$ cat config.mk
export PLATFORM = sky130hd
export DESIGN_NAME = clock_source_select_divide
export DESIGN_NICKNAME = d
export VERILOG_FILES = /design/src/shared/clock_ctl_pkg.sv /design/src/core/clock_source_select_divide.sv
export SDC_FILE = /design/constraint.sdc
export NUM_CORES = 1
export LEC_CHECK = 0
export CELL_PAD_IN_SITES_DETAIL_PLACEMENT = 1
export CELL_PAD_IN_SITES_GLOBAL_PLACEMENT = 1
export CORE_ASPECT_RATIO = 0.8
export CORE_MARGIN = 1.5
export CORE_UTILIZATION = 53
export DETAILED_ROUTE_END_ITERATION = 6
export DONT_BUFFER_PORTS = 1
export HOLD_SLACK_MARGIN = 0.08
export PLACE_DENSITY_LB_ADDON = 0.25
export SYNTH_ARGS = -nofsm -noshare
export SYNTH_HDL_FRONTEND = slang
export SYNTH_SLANG_ARGS = --single-unit
$ cat constraint.sdc
create_clock -name clock -period 3.42 [get_ports clock]
set_input_delay 0.342 -clock clock [delete_from_list [all_inputs] [get_ports clock]]
set_output_delay 0.342 -clock clock [all_outputs]
set_load 0.05 [all_outputs]
$ cat src/shared/clock_ctl_pkg.sv
package clock_ctl_pkg;
  localparam logic [1:0] sel_dco = 2'h0;
  localparam logic [1:0] sel_xt2 = 2'h2;
  localparam logic [1:0] sel_lfxt = 2'h3;
  localparam logic [1:0] sel_vlo = 2'h1;
  localparam logic [1:0] range_vlo = 2'h2;
  localparam logic [1:0] range_ext = 2'h3;
  localparam logic [1:0] cap_none = 2'h0;
  localparam logic [1:0] cap_6pf = 2'h1;
  localparam logic [1:0] div_reset = 2'h0;
  localparam logic [1:0] main_sel_reset = 2'h0;
  localparam logic [2:0] div_count_zero = 3'h0;
  typedef enum logic [1:0] {
    sw_run = 2'b00,
    sw_wait_old = 2'b01,
    sw_wait_new = 2'b10
  } switch_state_t;
  typedef struct packed {
    logic [1:0] main_sel;
    logic [1:0] main_div;
    logic [1:0] sub_sel;
    logic [1:0] sub_div;
    logic aux_sel_vlo;
    logic [1:0] aux_div;
    logic [1:0] range_select;
    logic hf_mode;
    logic [1:0] load_cap;
  } clock_cfg_t;
  typedef struct packed {
    logic digital_osc_gate;
    logic sub_main_clock_gate;
    logic oscillator_disable;
    logic cpu_halt;
  } sr_bits_t;
  typedef struct packed {
    logic low_freq_crystal_clock;
    logic very_low_power_osc_clock;
    logic second_crystal_clock;
    logic digital_osc_clock;
  } osc_in_t;
endpackage

$ cat src/core/clock_source_select_divide.sv
`timescale 1ns/10ps
`default_nettype none
module clock_source_select_divide
  import clock_ctl_pkg::*;
#(
  parameter int div_width = 3
) (
  input wire logic clock,
  input wire logic rst_n,
  input wire clock_cfg_t cfg,
  input wire sr_bits_t sr_bits,
  input wire osc_in_t osc_in,
  input wire logic crystal1_fault,
  input wire logic crystal2_fault,
  input wire logic osc_fault_flag_clear,
  input wire logic osc_fault_irq_enable_set,
  input wire logic nmi_grant,
  output logic aux_clock,
  output logic main_clock,
  output logic sub_main_clock,
  output logic cpu_clock,
  output logic crystal1_enable,
  output logic crystal1_hf_active,
  output logic crystal1_external_in,
  output logic [1:0] crystal1_cap_trim,
  output logic [1:0] crystal1_hf_range,
  output logic very_low_power_osc_enable,
  output logic digital_osc_enable,
  output logic crystal2_enable,
  output logic osc_fault_flag,
  output logic osc_fault_irq_enable,
  output logic nmi_request
);
  if (div_width != 3) begin : g_width_check
    $error("div_width must be 3 for dividers of 1 to 8");
  end
  logic rst_sync1;
  logic rst_sync;
  always_ff @(posedge clock or negedge rst_n) begin
    if (!rst_n) begin
      rst_sync1 <= 1'b0;
      rst_sync <= 1'b0;
    end else begin
      rst_sync1 <= 1'b1;
      rst_sync <= rst_sync1;
    end
  end
  function automatic logic pick(input osc_in_t o, input logic [1:0] s);
    case (s)
      sel_dco: pick = o.digital_osc_clock;
      sel_vlo: pick = o.very_low_power_osc_clock;
      sel_xt2: pick = o.second_crystal_clock;
      sel_lfxt: pick = o.low_freq_crystal_clock;
      default: pick = o.digital_osc_clock;
    endcase
  endfunction
  // Sources are sampled at the system clock; the 50 MHz reference must outrun every oscillator.
  logic vlo_chosen;
  logic main_eff_sel_is_x1;
  logic [1:0] main_eff_sel;
  assign vlo_chosen = (cfg.range_select == range_vlo) && !cfg.hf_mode;
  // Fault on the selected crystal overrides the route only, never cfg.main_sel.
  assign main_eff_sel_is_x1 = (cfg.main_sel == sel_lfxt) && crystal1_fault;
  assign main_eff_sel = (main_eff_sel_is_x1 || (cfg.main_sel == sel_xt2 && crystal2_fault))
                        ? sel_dco : cfg.main_sel;
  logic x1_used;
  logic dco_used;
  logic x2_used;
  assign x1_used = (main_eff_sel == sel_lfxt) ||
                   (!sr_bits.sub_main_clock_gate && cfg.sub_sel == sel_lfxt) || !cfg.aux_sel_vlo;
  assign dco_used = (main_eff_sel == sel_dco && !sr_bits.cpu_halt) ||
                    (!sr_bits.sub_main_clock_gate && cfg.sub_sel == sel_dco);
  assign x2_used = (main_eff_sel == sel_xt2) ||
                   (!sr_bits.sub_main_clock_gate && cfg.sub_sel == sel_xt2);
  always_ff @(posedge clock or negedge rst_sync) begin
    if (!rst_sync) begin
      crystal1_enable <= 1'b1;
      crystal1_hf_active <= 1'b0;
      crystal1_external_in <= 1'b0;
      crystal1_cap_trim <= cap_6pf;
      crystal1_hf_range <= cap_none;
      very_low_power_osc_enable <= 1'b0;
      digital_osc_enable <= 1'b1;
      crystal2_enable <= 1'b0;
    end else begin
      // Oscillator disable wins unless main or sub-main still needs crystal1.
      crystal1_enable <= !vlo_chosen &&
                         (!sr_bits.oscillator_disable || (main_eff_sel == sel_lfxt) ||
                          (!sr_bits.sub_main_clock_gate && cfg.sub_sel == sel_lfxt)) &&
                         x1_used;
      crystal1_hf_active <= cfg.hf_mode && (cfg.load_cap == cap_none);
      crystal1_external_in <= (cfg.range_select == range_ext) && !sr_bits.oscillator_disable &&
                              (cfg.load_cap == cap_none);
      crystal1_cap_trim <= cfg.hf_mode ? cap_none : cfg.load_cap;
      crystal1_hf_range <= cfg.hf_mode ? cfg.range_select : cap_none;
      very_low_power_osc_enable <= vlo_chosen && !sr_bits.oscillator_disable;
      digital_osc_enable <= !sr_bits.digital_osc_gate || dco_used;
      crystal2_enable <= x2_used;
    end
  end
  // Enables of the four sources in the same order as the oscillator inputs.
  osc_in_t osc_on;
  assign osc_on = {crystal1_enable, very_low_power_osc_enable, crystal2_enable,
                   digital_osc_enable};
  // Glitch-free switch: each lane holds its divided output high across a change.
  logic [1:0] src_sel [3];
  logic [1:0] src_div [3];
  logic src_gate [3];
  logic lane_out [3];
  assign src_sel[0] = cfg.aux_sel_vlo ? sel_vlo : sel_lfxt;
  assign src_sel[1] = main_eff_sel;
  assign src_sel[2] = cfg.sub_sel;
  assign src_div[0] = cfg.aux_div;
  assign src_div[1] = cfg.main_div;
  assign src_div[2] = cfg.sub_div;
  assign src_gate[0] = 1'b1;
  assign src_gate[1] = 1'b1;
  assign src_gate[2] = !sr_bits.sub_main_clock_gate;
  for (genvar i = 0; i < 3; i++) begin : g_lane
    switch_state_t state;
    logic [1:0] cur_sel;
    logic [1:0] cur_div;
    logic src_prev;
    logic src_now;
    logic new_now;
    logic out;
    logic [div_width-1:0] count;
    logic rise_cur;
    logic rise_new;
    logic edge_cur;
    logic [1:0] next_div;
    assign src_now = pick(osc_in, cur_sel);
    assign new_now = pick(osc_in, src_sel[i]);
    assign rise_cur = src_now && !src_prev;
    assign edge_cur = src_now != src_prev;
    assign next_div = (!out || cur_div == div_reset) ? src_div[i] : cur_div;
    always_ff @(posedge clock or negedge rst_sync) begin
      if (!rst_sync) begin
        src_prev <= 1'b0;
      end else begin
        // Take the new source's level on the switch so that it shows no false edge.
        src_prev <= (state == sw_wait_new && rise_new) ? new_now : src_now;
      end
    end
    logic new_prev;
    always_ff @(posedge clock or negedge rst_sync) begin
      if (!rst_sync) begin
        new_prev <= 1'b0;
      end else begin
        new_prev <= new_now;
      end
    end
    assign rise_new = new_now && !new_prev;
    always_ff @(posedge clock or negedge rst_sync) begin
      if (!rst_sync) begin
        state <= sw_run;
        cur_sel <= (i == 0) ? sel_lfxt : main_sel_reset;
        cur_div <= div_reset;
        count <= div_count_zero;
        out <= 1'b1;
      end else begin
        case (state)
          sw_run: begin
            if (src_sel[i] != cur_sel) begin
              state <= sw_wait_old;
            end else if (edge_cur) begin
              // Half period is 2^div source edges, so a ratio of 1 passes the source through.
              if (count == div_count_zero) begin
                out <= !out;
                cur_div <= next_div;
                count <= div_width'((1 << next_div) - 1);
              end else begin
                count <= count - 1'b1;
              end
            end
          end
          sw_wait_old: begin
            // A source that was switched off never rises again; waiting for it would hang.
            if (rise_cur || !pick(osc_on, cur_sel)) begin
              out <= 1'b1;
              state <= sw_wait_new;
            end
          end
          sw_wait_new: begin
            if (rise_new) begin
              cur_sel <= src_sel[i];
              cur_div <= src_div[i];
              count <= div_width'((1 << src_div[i]) - 1);
              state <= sw_run;
            end
          end
          default: state <= sw_run;
        endcase
      end
    end
    // Gate closes only while the lane is low so no partial pulse leaks out.
    logic gated;
    always_ff @(posedge clock or negedge rst_sync) begin
      if (!rst_sync) begin
        gated <= 1'b1;
      end else if (!out) begin
        gated <= src_gate[i];
      end
    end
    always_ff @(posedge clock or negedge rst_sync) begin
      if (!rst_sync) begin
        lane_out[i] <= 1'b0;
      end else begin
        lane_out[i] <= out && gated;
      end
    end
  end
  assign aux_clock = lane_out[0];
  assign main_clock = lane_out[1];
  assign sub_main_clock = lane_out[2];
  logic cpu_run;
  always_ff @(posedge clock or negedge rst_sync) begin
    if (!rst_sync) begin
      cpu_run <= 1'b1;
    end else if (!g_lane[1].out) begin
      cpu_run <= !sr_bits.cpu_halt;
    end
  end
  always_ff @(posedge clock or negedge rst_sync) begin
    if (!rst_sync) begin
      cpu_clock <= 1'b0;
    end else begin
      cpu_clock <= g_lane[1].out && cpu_run;
    end
  end
  always_ff @(posedge clock or negedge rst_sync) begin
    if (!rst_sync) begin
      osc_fault_flag <= 1'b1;
    end else if (crystal1_fault || crystal2_fault) begin
      osc_fault_flag <= 1'b1;
    end else if (osc_fault_flag_clear) begin
      osc_fault_flag <= 1'b0;
    end
  end
  always_ff @(posedge clock or negedge rst_sync) begin
    if (!rst_sync) begin
      osc_fault_irq_enable <= 1'b0;
    end else if (nmi_grant && nmi_request) begin
      osc_fault_irq_enable <= 1'b0;
    end else if (osc_fault_irq_enable_set) begin
      osc_fault_irq_enable <= 1'b1;
    end
  end
  always_ff @(posedge clock or negedge rst_sync) begin
    if (!rst_sync) begin
      nmi_request <= 1'b0;
    end else begin
      nmi_request <= osc_fault_flag && osc_fault_irq_enable && !nmi_grant;
    end
  end
endmodule // clock_source_select_divide
`default_nettype wire

==> metrics.cfg <==
[run_status]
result_of_the_run = finished, final reports clean

[pwr]
peakVddDrop_mv = 0.3575
internal-power_mw = 1.614
proportion_of_power_drawn_by_combinational_gates_pct = 40.4
power.sequential.fraction_pct = 45.9
power_frac_clock_pct = 13.7
power.total_mw = 2.779
switching_share_pct = 41.92
power.density_cell_area_nw_per_um2 = 845.9
power.static_leakage_nw = 1.421
power.switching_mw = 1.165

[worst_setup_path]
crit_buf_inv = 0
worstSetupStartpointType = register
path_depth = 5
kind_of_capture_point_of_the_worst_setup_path = register
slowest_stage = mux4_2
path_cells = mux4_2 -> ha_1 -> or3_1 -> o21ai_0 -> mux2_2
worst_path_dominant_cell_family = multiplexers
required_ps = 3620
crit_fanout = 6
arrival_ps = 2930
worst_path_largest_cell_delay_ps = 540
setup.worst_path.class = reg -> reg
rr_worst_depth = 5

[clock_tree]
clk-insertion-delay-late_ps = 310
cts_buffers = 5
clock_tree.htree_level_count = 2
clock-sinks = 56
clkSlewWorstSetupHoldPaths_ps = 100
tritoncts = yes
clk_path_buf_depth = 2
post_cts.resized_instances = 0
post_cts_setup_inserts = 0
cts_hold_repair.buffers = 7
root_buffer = clkbuf_8

[die]
die_h_um = 70.97
die_w_um = 87.96
initial_utilization_pct = 55.69
design.core.area_um2 = 5495
dieArea_um2 = 6242
boundaryPins = 48
rows = 24

[global_route]
gr-usage-met1_pct = 36.06
grt_pass1_wl_mm = 12.10
grt.total_usage_pct = 25.29
largest_net_degree_at_the_start_of_global_routing = 35
use_met2_pct = 38.68
grt_pass1_vias = 2458
grt.overflow.total = 0
antenna_found_initial = 0
grt-busiest-layer = met2
met3_capacity_usage_during_global_routing_pct = 6.301

[synth]
synthesis.yosys.warnings = 0
synth-edff-count = 0
syn-cell-area_um2 = 3060
synth_flop_cell = dfrtp_1
yosysUniqueCellTypes = 59
postSynthRegisterBits = 56
synth-async-reset-ratio_pct = 100.0
post_synthesis_net_count = 346
synth_seq_area_share_pct = 46.20
syn-instance-count = 306
postSynthAreaPerCell_um2 = 10.00

[timing]
report.final.slew_viol_count = 0
final_worst_hold_slack_ps = 89.15
setup-violations-final = 0
timing.slew.headroom_pct = 50.32
finalWorstPathRequiredPeriod_ps = 2732
grt_setup_unrepaired = no
tightest_slew_ps = 745.2
post-route-period-util_pct = 79.88
tns_ps = 0
finalClockSkew_ps = 9.345
max_freq_ghz = 0.3660
timing.final.ws_setup_ps = 688.1
report.final.hold_viol_count = 0

[cells_and_area]
finalCoreUtilization_pct = 59.79
filler_cell_count = 625
num_antenna_cells = 0
finalNetCount = 352
area.growth.synth_to_final_pct = 7.359
layout.cells.most_common = dfrtp_1
finish.instance_area_um2 = 3286
drive_gt1_share_pct = 13.10
regArea_um2 = 1415
instances_no_fill = 391
mostFrequentLayoutCells = dfrtp_1, nand2_1, nor2_1
multi_input_comb_area_um2 = 1526

[place]
io_buffers = 0
dp.final_hpwl_mm = 5.379
post-place-ws_ps = 713.7
routabilityCongestion = 0.7854
place_area_um2 = 3122
numPlacedInstances = 376

[detailed_routing]
drcViolationCount = 0
route.final.wire_length_mm = 7.296
routed-via-count = 2333
drtPass1Iterations = 4
via_per_instance_ratio = 5.967
initialDrtViolationCount = 84
antenna_left = 0
detail_route.wl_per_cell_um = 18.66

[hold_path]
min_delay_path_depth = 1
min-delay-path-class = in -> reg

[run]
max_cap_violations = 0

-- layer usage --
| layer | routed length, um | up-vias | part of all wire, % |
|---|---|---|---|
| li1 | - | 1109 | - |
| met1 | 3536 | 1161 | 48 |
| met2 | 3307 | 56 | 45 |
| met3 | 384 | 7 | 5.3 |
| met4 | 68 | 0 | 0.93 |
| met5 | 0 | - | 0 |
-- synthesized netlist by cell type (2+ instances only) --
library cell / n / area share (%)
nand3_1: 8 / 1.3
nand3b_1: 2 / 0.49
a21oi_1: 15 / 2.5
ha_1: 9 / 3.7
nor2b_1: 7 / 1.4
a21o_2: 2 / 0.57
nand2_1: 26 / 3.2
inv_1: 20 / 2.5
nor4_1: 2 / 0.41
o22ai_1: 2 / 0.41
mux4_2: 5 / 3.7
xor2_1: 3 / 0.86
a22o_1: 2 / 0.57
a21boi_0: 3 / 0.74
clkbuf_1: 6 / 0.74
or3_1: 3 / 0.61
nor3_1: 9 / 1.5
o31a_1: 2 / 0.57
o21ai_0: 15 / 2.5
o21a_1: 2 / 0.49
and2_1: 7 / 1.4
dfrtp_1: 46 / 38
a211oi_1: 6 / 1.5
o41ai_1: 2 / 0.57
a31oi_1: 4 / 0.82
mux2_2: 10 / 3.7
o21bai_1: 3 / 0.74
nor2_1: 25 / 3.1
o211ai_1: 2 / 0.49
nand2b_1: 11 / 2.2
mux2i_1: 5 / 1.6
dfstp_2: 10 / 8.6
a221oi_1: 2 / 0.57
a22oi_1: 4 / 0.98
a211o_1: 2 / 0.57
-- registers in the layout, indices dropped and copies added, names as in the netlist, 2 cells and up --
signal and cells:
crystal1_cap_trim 2, crystal1_hf_range 2, g_lane.count 9, g_lane.cur_div 6
g_lane.cur_sel 5, g_lane.new_prev 3, g_lane.out 3, g_lane.src_prev 3
g_lane.state 6
-- area by class of cell --
class | instances | area share [%]
inverter | 20 | 2.285
multi-input combinational | 221 | 46.46
timing repair buffer | 8 | 2.361
clock inverter | 1 | 0.2285
tap | 78 | 2.970
clock buffer | 7 | 2.628
sequential | 56 | 43.07
-- power groups by stage --
stage	clock [mW]	combinational, mW	sequential, mW
after global placement	0	1.05	1.26
after global routing	0.409	1.28	1.31
after CTS	0.388	1.13	1.27
after floorplan	0	0.949	1.17
final	0.379	1.12	1.28
after detailed placement	0	1.11	1.28
-- final timing paths --
| kind | end | slack (ps) | from |
|---|---|---|---|
| setup / recovery | g_lane[1].count[0]$_DFFE_PN0P_ | 690 | g_lane[1].cur_sel[1]$_DFFE_PN0P_ |
| hold / removal | very_low_power_osc_enable$_DFF_PN0_ | 90 | cfg[2] |
| setup reg to reg | g_lane[1].count[0]$_DFFE_PN0P_ | 690 | g_lane[1].cur_sel[1]$_DFFE_PN0P_ |
| hold reg to reg | sub_main_clock$_DFF_PN0_ | 330 | rst_sync$_DFF_PN0_ |
| max in group asynchronous | g_lane[0].out$_DFFE_PN1P_ | 2260 | rst_sync$_DFF_PN0_ |
| min in group asynchronous | rst_sync1$_DFF_PN0_ | 260 | rst_n |
-- logic make-up (layout without fill, tap and decap cells) --
logic type,after synthesis,after routing,share of synthesized area (%)
adders and majority gates,9,9,3.680
AOI/OAI and AO/OA,78,78,17.74
buffers and inverters,29,36,3.925
and+or+nand+nor,108,108,17.70
other,1,1,0.1225
xor gates and xnor gates,4,4,1.145
DFF,56,56,46.20
muxes,21,21,9.485
(Power assumes the default switching activity.)
